==> src/event_flag_pkg.sv <==
// constants shared by the global event flag registers
// assumes nothing beyond a SystemVerilog compiler
package event_flag_pkg;

    // ************************************************************
    // register offsets and reset values
    // ************************************************************
    localparam logic [7:0] GLOBAL_EVENT_FLAGS_A_OFFSET = 8'h00;
    localparam logic [7:0] GLOBAL_EVENT_FLAGS_B_OFFSET = 8'h04;
    localparam logic [7:0] GLOBAL_EVENT_FLAGS_A_RESET  = 8'h00;
    localparam logic [7:0] GLOBAL_EVENT_FLAGS_B_RESET  = 8'h00;
    localparam logic [7:0] UNMAPPED_READ_VALUE         = 8'h00;
    localparam logic [7:0] READ_DATA_RESET             = 8'h00;

    // ************************************************************
    // field positions, first register
    // ************************************************************
    localparam int DROPOUT_RISE_BIT           = 7;
    localparam int THERMAL_ALARM_HI_RISE_BIT  = 5;
    localparam int THERMAL_ALARM_LO_RISE_BIT  = 4;
    localparam int ENABLE_PIN_RISE_BIT        = 3;
    localparam int ENABLE_PIN_FALL_BIT        = 2;
    localparam int GP_PIN0_RISE_BIT           = 1;
    localparam int GP_PIN0_FALL_BIT           = 0;

    // ************************************************************
    // field positions, second register
    // ************************************************************
    localparam int LINEAR_REG_FAULT_BIT       = 5;
    localparam int BUCK_BOOST_TIMEOUT_BIT     = 4;
    localparam int GP_PIN1_RISE_BIT           = 1;
    localparam int GP_PIN1_FALL_BIT           = 0;

    // ************************************************************
    // synchronised level sources, index into the level vector
    // ************************************************************
    localparam int SRC_DROPOUT                = 0;
    localparam int SRC_THERMAL_HI             = 1;
    localparam int SRC_THERMAL_LO             = 2;
    localparam int SRC_LINEAR_FAULT           = 3;
    localparam int SRC_GP_PIN0                = 4;
    localparam int SRC_GP_PIN1                = 5;
    localparam int SRC_COUNT                  = 6;

    // ************************************************************
    // timing
    // ************************************************************
    // cycles after reset before edges count: two sync stages plus one history stage
    localparam logic [1:0] ARM_CYCLES         = 2'h3;

endpackage

==> src/global_event_flag_registers.sv <==
// global event flag registers: two read-to-clear flag bytes fed by edge detectors and the buck-boost timeout level
// assumes the register port is driven from logic on MCLK_IN and the
// enable level arrives already debounced on the same clock
`timescale 1ns/10ps

// Function
// [RL1] bit 7 of the first register sets when the dropout detector reports dropout and holds until read.
// [RL2] bit 5 of the first register sets when the junction temperature rises past the high alarm and holds.
// [RL3] bit 4 of the first register sets when the junction temperature rises past the low alarm and holds.
// [RL4] bit 3 of the first register sets on each rising edge of the enable input and holds until read.
// [RL5] bit 2 of the first register sets on each falling edge of the enable input and holds until read.
// [RL6] bit 1 of the first register sets on a rising edge of general-purpose pin 0 and holds until read.
// [RL7] bit 0 of the first register sets on a falling edge of general-purpose pin 0 and holds until read.
// [RL8] bit 5 of the second register sets when the linear regulator leaves regulation and holds until read.
// [RL9] bit 4 of the second register sets on a buck-boost timeout and holds until read.
// [RL10] bit 1 of the second register sets on a rising edge of general-purpose pin 1 and holds until read.
// [RL11] bit 0 of the second register sets on a falling edge of general-purpose pin 1 and holds until read.
// [RL12] unused bits are written as zero by the host and may read as anything; here they read zero.
// [RL13] all flags reset to zero, and a read returns the flags then clears the whole register read.
// [RL14] pin edge flags come only from a pin configured as an input, never from an output; here an edge while output counts if the next two cycles are input.
// [RL15] the enable input is active low and its edge flags are taken from the debounced level.
// [RL16] an event landing in the same cycle as a read-clear of its register leaves the flag set.
module global_event_flag_registers
    import event_flag_pkg::*;
(
    // clock and reset
    input  wire logic       MCLK_IN,
    input  wire logic       NRST_IN,
    // analog detector levels, asynchronous
    input  wire logic       DROPOUT_DETECT_IN,
    input  wire logic       THERMAL_THRESHOLD_HI_IN,
    input  wire logic       THERMAL_THRESHOLD_LO_IN,
    input  wire logic       LINEAR_REG_FAULT_IN,
    // enable pin, debounced level on this clock, low means active
    input  wire logic       ENABLE_INPUT_PIN_N_IN,
    // general-purpose pins, asynchronous, and their direction (1 = input)
    input  wire logic       GP_INPUT0_IN,
    input  wire logic       GP_INPUT1_IN,
    input  wire logic       GP_PIN0_IS_INPUT_IN,
    input  wire logic       GP_PIN1_IS_INPUT_IN,
    // buck-boost timeout, one-cycle pulse on this clock
    input  wire logic       BUCK_BOOST_TIMEOUT_IN,
    // register read port
    input  wire logic       REG_RD_IN,
    input  wire logic [7:0] REG_ADDR_IN,
    output logic      [7:0] REG_RDATA_OUT,
    output logic            REG_RVALID_OUT
);

    // ************************************************************
    // synchronisers and edge history
    // ************************************************************
    logic [SRC_COUNT-1:0] raw_level;
    logic [SRC_COUNT-1:0] sync_stage1;
    logic [SRC_COUNT-1:0] sync_level;
    logic [SRC_COUNT-1:0] prev_level;
    logic [SRC_COUNT-1:0] rise;
    logic [SRC_COUNT-1:0] fall;
    logic                 prev_enable_n;
    logic                 prev_gp0_is_input;
    logic                 prev_gp1_is_input;
    logic [1:0]           arm_count;
    logic                 armed;

    assign raw_level[SRC_DROPOUT]      = DROPOUT_DETECT_IN;
    assign raw_level[SRC_THERMAL_HI]   = THERMAL_THRESHOLD_HI_IN;
    assign raw_level[SRC_THERMAL_LO]   = THERMAL_THRESHOLD_LO_IN;
    assign raw_level[SRC_LINEAR_FAULT] = LINEAR_REG_FAULT_IN;
    assign raw_level[SRC_GP_PIN0]      = GP_INPUT0_IN;
    assign raw_level[SRC_GP_PIN1]      = GP_INPUT1_IN;

    genvar i;
    generate
        for (i = 0; i < SRC_COUNT; i++) begin : g_src
            always_ff @(posedge MCLK_IN) begin
                if (!NRST_IN) begin
                    sync_stage1[i] <= 1'b0;
                    sync_level[i]  <= 1'b0;
                    prev_level[i]  <= 1'b0;
                end else begin
                    sync_stage1[i] <= raw_level[i];
                    sync_level[i]  <= sync_stage1[i];
                    prev_level[i]  <= sync_level[i];
                end
            end
            // edges are ignored until the pipeline holds real samples, so reset never fakes one
            assign rise[i] = armed & sync_level[i] & ~prev_level[i];
            assign fall[i] = armed & ~sync_level[i] & prev_level[i];
        end
    endgenerate

    // ************************************************************
    // arm counter
    // ************************************************************
    // edges are held off until every stage of the pipeline holds a real sample
    always_ff @(posedge MCLK_IN) begin
        if (!NRST_IN) begin
            arm_count <= 2'h0;
        end else if (arm_count != ARM_CYCLES) begin
            arm_count <= arm_count + 2'h1;
        end
    end

    assign armed = (arm_count == ARM_CYCLES);

    // ************************************************************
    // same-clock history
    // ************************************************************
    // enable resets to its idle high level so no false edge waits behind the arm delay
    always_ff @(posedge MCLK_IN) begin
        if (!NRST_IN) begin
            prev_enable_n     <= 1'b1;
            prev_gp0_is_input <= 1'b0;
            prev_gp1_is_input <= 1'b0;
        end else begin
            prev_enable_n     <= ENABLE_INPUT_PIN_N_IN;
            prev_gp0_is_input <= GP_PIN0_IS_INPUT_IN;
            prev_gp1_is_input <= GP_PIN1_IS_INPUT_IN;
        end
    end

    // ************************************************************
    // event decode
    // ************************************************************
    logic enable_rise;
    logic enable_fall;
    logic gp0_counts;
    logic gp1_counts;

    // pin level high means inactive, so a rise is the pin being released
    assign enable_rise = armed & ENABLE_INPUT_PIN_N_IN & ~prev_enable_n;   // [RL15]
    assign enable_fall = armed & ~ENABLE_INPUT_PIN_N_IN & prev_enable_n;   // [RL15]
    // a direction change must not look like a pin edge, so input must hold two cycles
    assign gp0_counts  = GP_PIN0_IS_INPUT_IN & prev_gp0_is_input;         // [RL14]
    assign gp1_counts  = GP_PIN1_IS_INPUT_IN & prev_gp1_is_input;         // [RL14]

    // ************************************************************
    // per-flag events
    // ************************************************************
    logic dropout_rise_event;
    logic thermal_hi_rise_event;
    logic thermal_lo_rise_event;
    logic enable_rise_event;
    logic enable_fall_event;
    logic gp_pin0_rise_event;
    logic gp_pin0_fall_event;
    logic linear_fault_event;
    logic timeout_event;
    logic gp_pin1_rise_event;
    logic gp_pin1_fall_event;

    // detector flags fire on the edge into the bad state, not while it lasts
    assign dropout_rise_event    = rise[SRC_DROPOUT];                 // [RL1]
    assign thermal_hi_rise_event = rise[SRC_THERMAL_HI];              // [RL2]
    assign thermal_lo_rise_event = rise[SRC_THERMAL_LO];              // [RL3]
    assign enable_rise_event     = enable_rise;                       // [RL4]
    assign enable_fall_event     = enable_fall;                       // [RL5]
    assign gp_pin0_rise_event    = rise[SRC_GP_PIN0] & gp0_counts;    // [RL6]
    assign gp_pin0_fall_event    = fall[SRC_GP_PIN0] & gp0_counts;    // [RL7]
    assign linear_fault_event    = rise[SRC_LINEAR_FAULT];            // [RL8]
    // each high cycle is one event, so a stuck-high timeout re-sets after every read
    assign timeout_event         = armed & BUCK_BOOST_TIMEOUT_IN;     // [RL9]
    assign gp_pin1_rise_event    = rise[SRC_GP_PIN1] & gp1_counts;    // [RL10]
    assign gp_pin1_fall_event    = fall[SRC_GP_PIN1] & gp1_counts;    // [RL11]

    // ************************************************************
    // set vectors
    // ************************************************************
    logic [7:0] set_a;
    logic [7:0] set_b;

    // unused positions stay zero, so nothing can ever set them
    always_comb begin
        set_a                            = 8'h00;
        set_a[DROPOUT_RISE_BIT]          = dropout_rise_event;      // [RL1]
        set_a[THERMAL_ALARM_HI_RISE_BIT] = thermal_hi_rise_event;   // [RL2]
        set_a[THERMAL_ALARM_LO_RISE_BIT] = thermal_lo_rise_event;   // [RL3]
        set_a[ENABLE_PIN_RISE_BIT]       = enable_rise_event;       // [RL4]
        set_a[ENABLE_PIN_FALL_BIT]       = enable_fall_event;       // [RL5]
        set_a[GP_PIN0_RISE_BIT]          = gp_pin0_rise_event;      // [RL6]
        set_a[GP_PIN0_FALL_BIT]          = gp_pin0_fall_event;      // [RL7]
    end

    always_comb begin
        set_b                         = 8'h00;
        set_b[LINEAR_REG_FAULT_BIT]   = linear_fault_event;         // [RL8]
        set_b[BUCK_BOOST_TIMEOUT_BIT] = timeout_event;              // [RL9]
        set_b[GP_PIN1_RISE_BIT]       = gp_pin1_rise_event;         // [RL10]
        set_b[GP_PIN1_FALL_BIT]       = gp_pin1_fall_event;         // [RL11]
    end

    // ************************************************************
    // read decode
    // ************************************************************
    logic read_a;
    logic read_b;

    // an unmapped address matches neither, so it clears nothing
    assign read_a = REG_RD_IN & (REG_ADDR_IN == GLOBAL_EVENT_FLAGS_A_OFFSET);
    assign read_b = REG_RD_IN & (REG_ADDR_IN == GLOBAL_EVENT_FLAGS_B_OFFSET);

    // ************************************************************
    // flag registers
    // ************************************************************
    logic [7:0] global_event_flags_a;
    logic [7:0] global_event_flags_b;
    logic [7:0] kept_a;
    logic [7:0] kept_b;
    logic [7:0] next_global_event_flags_a;
    logic [7:0] next_global_event_flags_b;

    // a read drops everything it returns; a register not read keeps its flags
    assign kept_a = read_a ? 8'h00 : global_event_flags_a;     // [RL13]
    assign kept_b = read_b ? 8'h00 : global_event_flags_b;     // [RL13]
    // set is ored in after the clear so a colliding event survives
    assign next_global_event_flags_a = kept_a | set_a;         // [RL16]
    assign next_global_event_flags_b = kept_b | set_b;         // [RL16]

    always_ff @(posedge MCLK_IN) begin
        if (!NRST_IN) begin
            global_event_flags_a <= GLOBAL_EVENT_FLAGS_A_RESET;   // [RL13]
        end else begin
            global_event_flags_a <= next_global_event_flags_a;
        end
    end

    always_ff @(posedge MCLK_IN) begin
        if (!NRST_IN) begin
            global_event_flags_b <= GLOBAL_EVENT_FLAGS_B_RESET;   // [RL13]
        end else begin
            global_event_flags_b <= next_global_event_flags_b;
        end
    end

    // ************************************************************
    // named flag fields
    // ************************************************************
    logic dropout_rise_flag;
    logic thermal_alarm_hi_rise_flag;
    logic thermal_alarm_lo_rise_flag;
    logic enable_pin_rise_flag;
    logic enable_pin_fall_flag;
    logic gp_pin0_rise_flag;
    logic gp_pin0_fall_flag;
    logic linear_reg_fault_flag;
    logic buck_boost_timeout_flag;
    logic gp_pin1_rise_flag;
    logic gp_pin1_fall_flag;

    assign dropout_rise_flag          = global_event_flags_a[DROPOUT_RISE_BIT];
    assign thermal_alarm_hi_rise_flag = global_event_flags_a[THERMAL_ALARM_HI_RISE_BIT];
    assign thermal_alarm_lo_rise_flag = global_event_flags_a[THERMAL_ALARM_LO_RISE_BIT];
    assign enable_pin_rise_flag       = global_event_flags_a[ENABLE_PIN_RISE_BIT];
    assign enable_pin_fall_flag       = global_event_flags_a[ENABLE_PIN_FALL_BIT];
    assign gp_pin0_rise_flag          = global_event_flags_a[GP_PIN0_RISE_BIT];
    assign gp_pin0_fall_flag          = global_event_flags_a[GP_PIN0_FALL_BIT];
    assign linear_reg_fault_flag      = global_event_flags_b[LINEAR_REG_FAULT_BIT];
    assign buck_boost_timeout_flag    = global_event_flags_b[BUCK_BOOST_TIMEOUT_BIT];
    assign gp_pin1_rise_flag          = global_event_flags_b[GP_PIN1_RISE_BIT];
    assign gp_pin1_fall_flag          = global_event_flags_b[GP_PIN1_FALL_BIT];

    // ************************************************************
    // read words
    // ************************************************************
    logic [7:0] read_word_a;
    logic [7:0] read_word_b;
    logic [7:0] next_rdata;

    // words are rebuilt from the named fields so unused bits read zero by construction
    always_comb begin
        read_word_a                            = 8'h00;                        // [RL12]
        read_word_a[DROPOUT_RISE_BIT]          = dropout_rise_flag;
        read_word_a[THERMAL_ALARM_HI_RISE_BIT] = thermal_alarm_hi_rise_flag;
        read_word_a[THERMAL_ALARM_LO_RISE_BIT] = thermal_alarm_lo_rise_flag;
        read_word_a[ENABLE_PIN_RISE_BIT]       = enable_pin_rise_flag;
        read_word_a[ENABLE_PIN_FALL_BIT]       = enable_pin_fall_flag;
        read_word_a[GP_PIN0_RISE_BIT]          = gp_pin0_rise_flag;
        read_word_a[GP_PIN0_FALL_BIT]          = gp_pin0_fall_flag;
    end

    always_comb begin
        read_word_b                         = 8'h00;                           // [RL12]
        read_word_b[LINEAR_REG_FAULT_BIT]   = linear_reg_fault_flag;
        read_word_b[BUCK_BOOST_TIMEOUT_BIT] = buck_boost_timeout_flag;
        read_word_b[GP_PIN1_RISE_BIT]       = gp_pin1_rise_flag;
        read_word_b[GP_PIN1_FALL_BIT]       = gp_pin1_fall_flag;
    end

    // the word returned is the one before this cycle's clear
    assign next_rdata = read_a ? read_word_a :
                        read_b ? read_word_b : UNMAPPED_READ_VALUE;   // [RL13]

    // ************************************************************
    // read port
    // ************************************************************
    // the answer comes a fixed cycle after the strobe, so the host never polls
    always_ff @(posedge MCLK_IN) begin
        if (!NRST_IN) begin
            REG_RVALID_OUT <= 1'b0;
        end else begin
            REG_RVALID_OUT <= REG_RD_IN;
        end
    end

    // data holds between reads so a slow host may pick it up late
    always_ff @(posedge MCLK_IN) begin
        if (!NRST_IN) begin
            REG_RDATA_OUT <= READ_DATA_RESET;
        end else if (REG_RD_IN) begin
            REG_RDATA_OUT <= next_rdata;
        end
    end

endmodule

==> config.mk <==
export PLATFORM = sky130hd
export DESIGN_NAME = global_event_flag_registers
export DESIGN_NICKNAME = d
export VERILOG_FILES = /design/src/event_flag_pkg.sv /design/src/global_event_flag_registers.sv
export SDC_FILE = /design/constraint.sdc
export NUM_CORES = 1
export LEC_CHECK = 0
export ABC_CLOCK_PERIOD_IN_PS = 1700
export BUFFER_PORTS_ARGS = -buffer_cell sky130_fd_sc_hd__buf_2
export CORE_MARGIN = 2
export CORE_UTILIZATION = 52
export DETAILED_ROUTE_END_ITERATION = 16
export GPL_TIMING_DRIVEN = 1
export PLACE_DENSITY = 0.83
export SETUP_SLACK_MARGIN = 0.4
export SYNTH_ARGS = -nofsm -noshare
export SYNTH_HDL_FRONTEND = slang
export SYNTH_SLANG_ARGS = --single-unit
==> constraint.sdc <==
create_clock -name MCLK_IN -period 1.7 [get_ports MCLK_IN]
set_clock_uncertainty 0.05 [all_clocks]
set_input_delay 0.255 -clock MCLK_IN [delete_from_list [all_inputs] [get_ports MCLK_IN]]
set_output_delay 0.255 -clock MCLK_IN [all_outputs]
set_load 0.1 [all_outputs]
[Yosys cells after proc, flatten, opt, wreduce, memory -nomap -nowiden]
Index checks and enable logic that the tools add are counted.
Storage, ports and cells
  register bits: 48
  word-level logic and storage cells: 76
Cells by class
  $add $sub $neg: 1
  muxes and demuxes: 4
  bitwise operators: 41
  equal/unequal tests: 3
  reductions and logical operators: 1
Operators by type and width (number)
  AND 1 bit: 29
  two-way mux 8 bit: 3
  NOT 1 bit: 10
  equality test 8 x 3 -> 1 bit (second input constant): 1
  logical NOT 8 bit: 1
  bitwise OR 8 x 6 -> 8 bit: 1
  bitwise OR 8 bit: 1
  two-way mux 6 bit: 1
  adder 2 x 1 -> 2 bit (second input constant): 1
  equality test 2 bit (second input constant): 1
  inequality test 2 bit (second input constant): 1

[Logic depth before layout (Yosys ltp)]
  depth in word-level cells: 5
  gate-level depth with buffers: 5
  gate-level depth less buffers: 4

[Worst setup path before layout]
No wires, ideal clock.
  path type: input -> register
  start point: input port REG_ADDR_IN[4]
  end point: register global_event_flags_a[2]
  library setup time: 0.127 ns
  required time: 1.523 ns
  cell stages on the path: 3
  arrival time: 1.152 ns
  path buffers: 0
  path slack: 0.371 ns
  cell sequence: or4_4 -> o311ai_1 -> o21ai_1
On the way
  cells in the longest elaborated chain, start to end: 4
RTL lines
  start, declared: line global_event_flag_registers.sv:45  | input wire logic [7:0] REG_ADDR_IN,
  logical NOT 8 bit: line global_event_flag_registers.sv:199  | assign read_a = REG_RD_IN & (REG_ADDR_IN == GLOBAL_EVENT_FLAGS_A_OFFSET);
  AND 1 bit: line global_event_flag_registers.sv:199
  two-way mux 8 bit: line global_event_flag_registers.sv:213  | assign kept_a = read_a ? 8'h00 : global_event_flags_a;
  bitwise OR 8 bit: line global_event_flag_registers.sv:216  | assign next_global_event_flags_a = kept_a | set_a;
  end signal, assigned: line global_event_flag_registers.sv:223  | global_event_flags_a <= next_global_event_flags_a;
  end, declared: line global_event_flag_registers.sv:205  | logic [7:0] global_event_flags_a;
Every way passes these cells.
A chain may end at the register's enable or synchronous reset.

[Final worst setup path]
  start point: register REG_RDATA_OUT[0]
  end point: output port REG_RDATA_OUT[0]
RTL lines
  start, declared: line global_event_flag_registers.sv:46  | output logic [7:0] REG_RDATA_OUT,
  start signal, assigned: line global_event_flag_registers.sv:310  | REG_RDATA_OUT <= next_rdata;
No word-level cell between the ends.

==> impl_metrics.ini <==
[outcome]
outcome = completed

[final_layout]
antenna_cells = 0
final_nets = 198
multi_input_area_um2 = 644
drive_above_1_share_pct = 29.9
fill_cells = 205
regArea_um2 = 842
final_area_um2 = 1840
area_growth_pct = 21.4
fin_cells = 208

[grt]
grt_max_degree = 29
grt_pass1_wl_um = 4710
grt_usage_pct = 18.5
grt_overflow = 0
grt_pass1_vias = 1164
antenna_found_initial = 0

[drt]
routed_wl_um = 2660
ant_nets = 0
avgRoutedWirePerCell_um = 12.8
initialDrtViolationCount = 25
via_per_inst = 5.38
vias = 1119
drtPass1Iterations = 3
drc = 0

[timing]
tns_ns = 0
report.final.slew_viol_count = 0
finalSetupViolCount = 0
hold_viol = 0
period_share_pct = 74.3
layout_setup_ws_ns = 0.437
fmax_ghz = 0.791
period_needed_ns = 1.26
rsz0062_at_grt = true

[critical_path]
slowest_delay_ns = 0.37
cp_cell_sequence = buf_6
startpoint_type = register
cpLargestDelayFamily = flip-flops
cp_max_fo = 2
reg2reg_slack_ns = 0.48
path_buf_inv = 1
crit_path_end_kind = output pin
r2r-end = global_event_flags_a[5]$_SDFF_PN0_
critPathArrivalTime_ns = 0.96
reg2reg_depth = 5
worst-setup-path-type = register to output pin
timing.rr.start = arm_count[1]$_SDFFE_PN0P_
critPathRequiredTime_ns = 1.39
cp_slowest_cell = dfxtp_1

[synthesis]
syn_nets = 166
yosysTopAreaCellShare_pct = 55.6
yosys.cell_count.top_type = dfxtp_1
synth-async-reset-ratio_pct = 0
synthCells = 144
yosys.area.top_type = dfxtp_1
avgSynthCellArea_um2 = 10.5
synthFlopType = dfxtp_1
synth_edf_count = 0
synth_cell_type_count = 33
post_synth_instance_area_um2 = 1510
yosysWarnings = 0
ys_ff_latch = 42
yosysSeqAreaShare_pct = 55.6
yosys-top-cells-area = dfxtp_1 56%, and2_1 9.1%, o21ai_0 3.0%
synth_commonest_cells = 42 x dfxtp_1, 22 x and2_1, 9 x o21ai_0, 7 x nand2_1, 6 x nor2_1

[placement]
placed_cells = 197
io_buffers = 28
gp_congestion = 0.765
place_area_um2 = 1670
dpl.hpwl_um = 1880
post-place-ws_ns = 0.166

[hold_path]
min_to = sync_stage1[0]$_SDFF_PN0_
hp-class = input port to register
min_path_cells = 2
hold_path.startpoint = DROPOUT_DETECT_IN

[clocking]
cts_tree = yes
ctsLongestPathBuffers = 2
cts_made_buffers = 5
h-tree-depth = 2
clkTransAtPathRegs_ns = 0.11
cts_sinks = 42
holdBufCountCts = 0
clock_latency_ns = 0.34
clock-root-buffer = clkbuf_4

[floorplanning]
rows = 19
coreArea_um2 = 2760
ios = 30
die-area_um2 = 3360
die_x_um = 57.9
die_h_um = 57.9
initial_utilization_pct = 54.9

[power_and_ir_drop]
ir_drop_uv = 791
p_total_w = 0.00172
power_density_nw_per_um2 = 934
p_leak_nw = 0.760

[job]
drv_cap = 0
## cell usage in the layout (no fill, tap or decap), types with 2 or more instances in the layout
cell      count
dfxtp_1      41
o21ai_0       9
mux2_2        4
nor2_1        6
nor3b_1       4
nand3b_1      4
buf_8         2
buf_6         6
and3b_1       5
nor2b_1       2
a31o_2        4
nand3_1       2
nand2_1       7
nand4_1       2
a32o_1        3
buf_4         4
and2_1       22
a21oi_1       5
buf_2        20
clkbuf_4      5
## how the worst max path moves through the flow
stage                             startpoint                                 end  slack (ns)  depth (start not counted)
2_1_floorplan                 REG_ADDR_IN[1]  global_event_flags_a[2]$_SDFF_PN0_        0.37                          3
3_3_place_gp                  REG_ADDR_IN[4]  global_event_flags_a[4]$_SDFF_PN0_        0.20                          4
3_5_place_dp                  REG_ADDR_IN[4]  global_event_flags_a[4]$_SDFF_PN0_        0.17                          4
4_1_cts            REG_RVALID_OUT$_SDFF_PN0_                      REG_RVALID_OUT        0.43                          1
5_1_grt            arm_count[1]$_SDFFE_PN0P_  global_event_flags_a[3]$_SDFF_PN0_        0.39                          5
6_report       REG_RDATA_OUT[0]$_SDFFE_PN0P_                    REG_RDATA_OUT[0]        0.44                          1
## layout make-up
type / count / share of cell area (%)
multi-input combinational: 93 / 35.1
sequential: 42 / 45.8
inverter: 1 / 0.204
timing repair buffer: 33 / 13.5
tap: 31 / 2.11
clock inverter: 1 / 0.272
clock buffer: 7 / 3.00
## logic make-up after synthesis
logic type,Yosys count,synth area share (%)
XOR/XNOR,1,0.579
other,1,0.248
adder cells (fa/ha/maj),1,0.827
flip-flops,42,55.6
AND/OR/NAND/NOR,60,25.6
buffers and inverters,9,2.65
AO/OA/AOI/OAI,25,10.8
multiplexers,5,3.64
## repair_timing
action,4_1_cts,5_1_grt
buffers inserted,0,3
hold endpoints to repair,0,0
pin swaps,0,1
endpoints found under the setup margin,17,7
resized for setup,17,4
## routing by layer
metal	track usage, %	share of wire (%)
met3	5.80	5.1
met4	9.97	1.8
met5	0	0
met2	33.0	51
met1	19.4	42
## power by group
group	switching [W]	internal [W]	total, W
Clock	0.000299	0.000201	0.000499
Combinational	0.0000871	0.0000868	0.000174
Sequential	0.0000201	0.00102	0.00104
## stage by stage
step           utilization [%]  hold WS (ns)
3_3_place_gp              60.6         0.366
4_1_cts                   64.9        0.0425
3_5_place_dp              60.6         0.369
5_1_grt                   66.6        0.0340
6_report                  66.6        0.0543
2_1_floorplan                -         0.300
## registers in the layout, summed over array words and instances, names as in the netlist
register              cells
REG_RDATA_OUT             7
global_event_flags_a      7
prev_level                6
sync_level                6
sync_stage1               6
global_event_flags_b      4
arm_count                 2
REG_RVALID_OUT            1
prev_enable_n             1
prev_gp0_is_input         1
prev_gp1_is_input         1
Power figures use the tool's default switching activity.
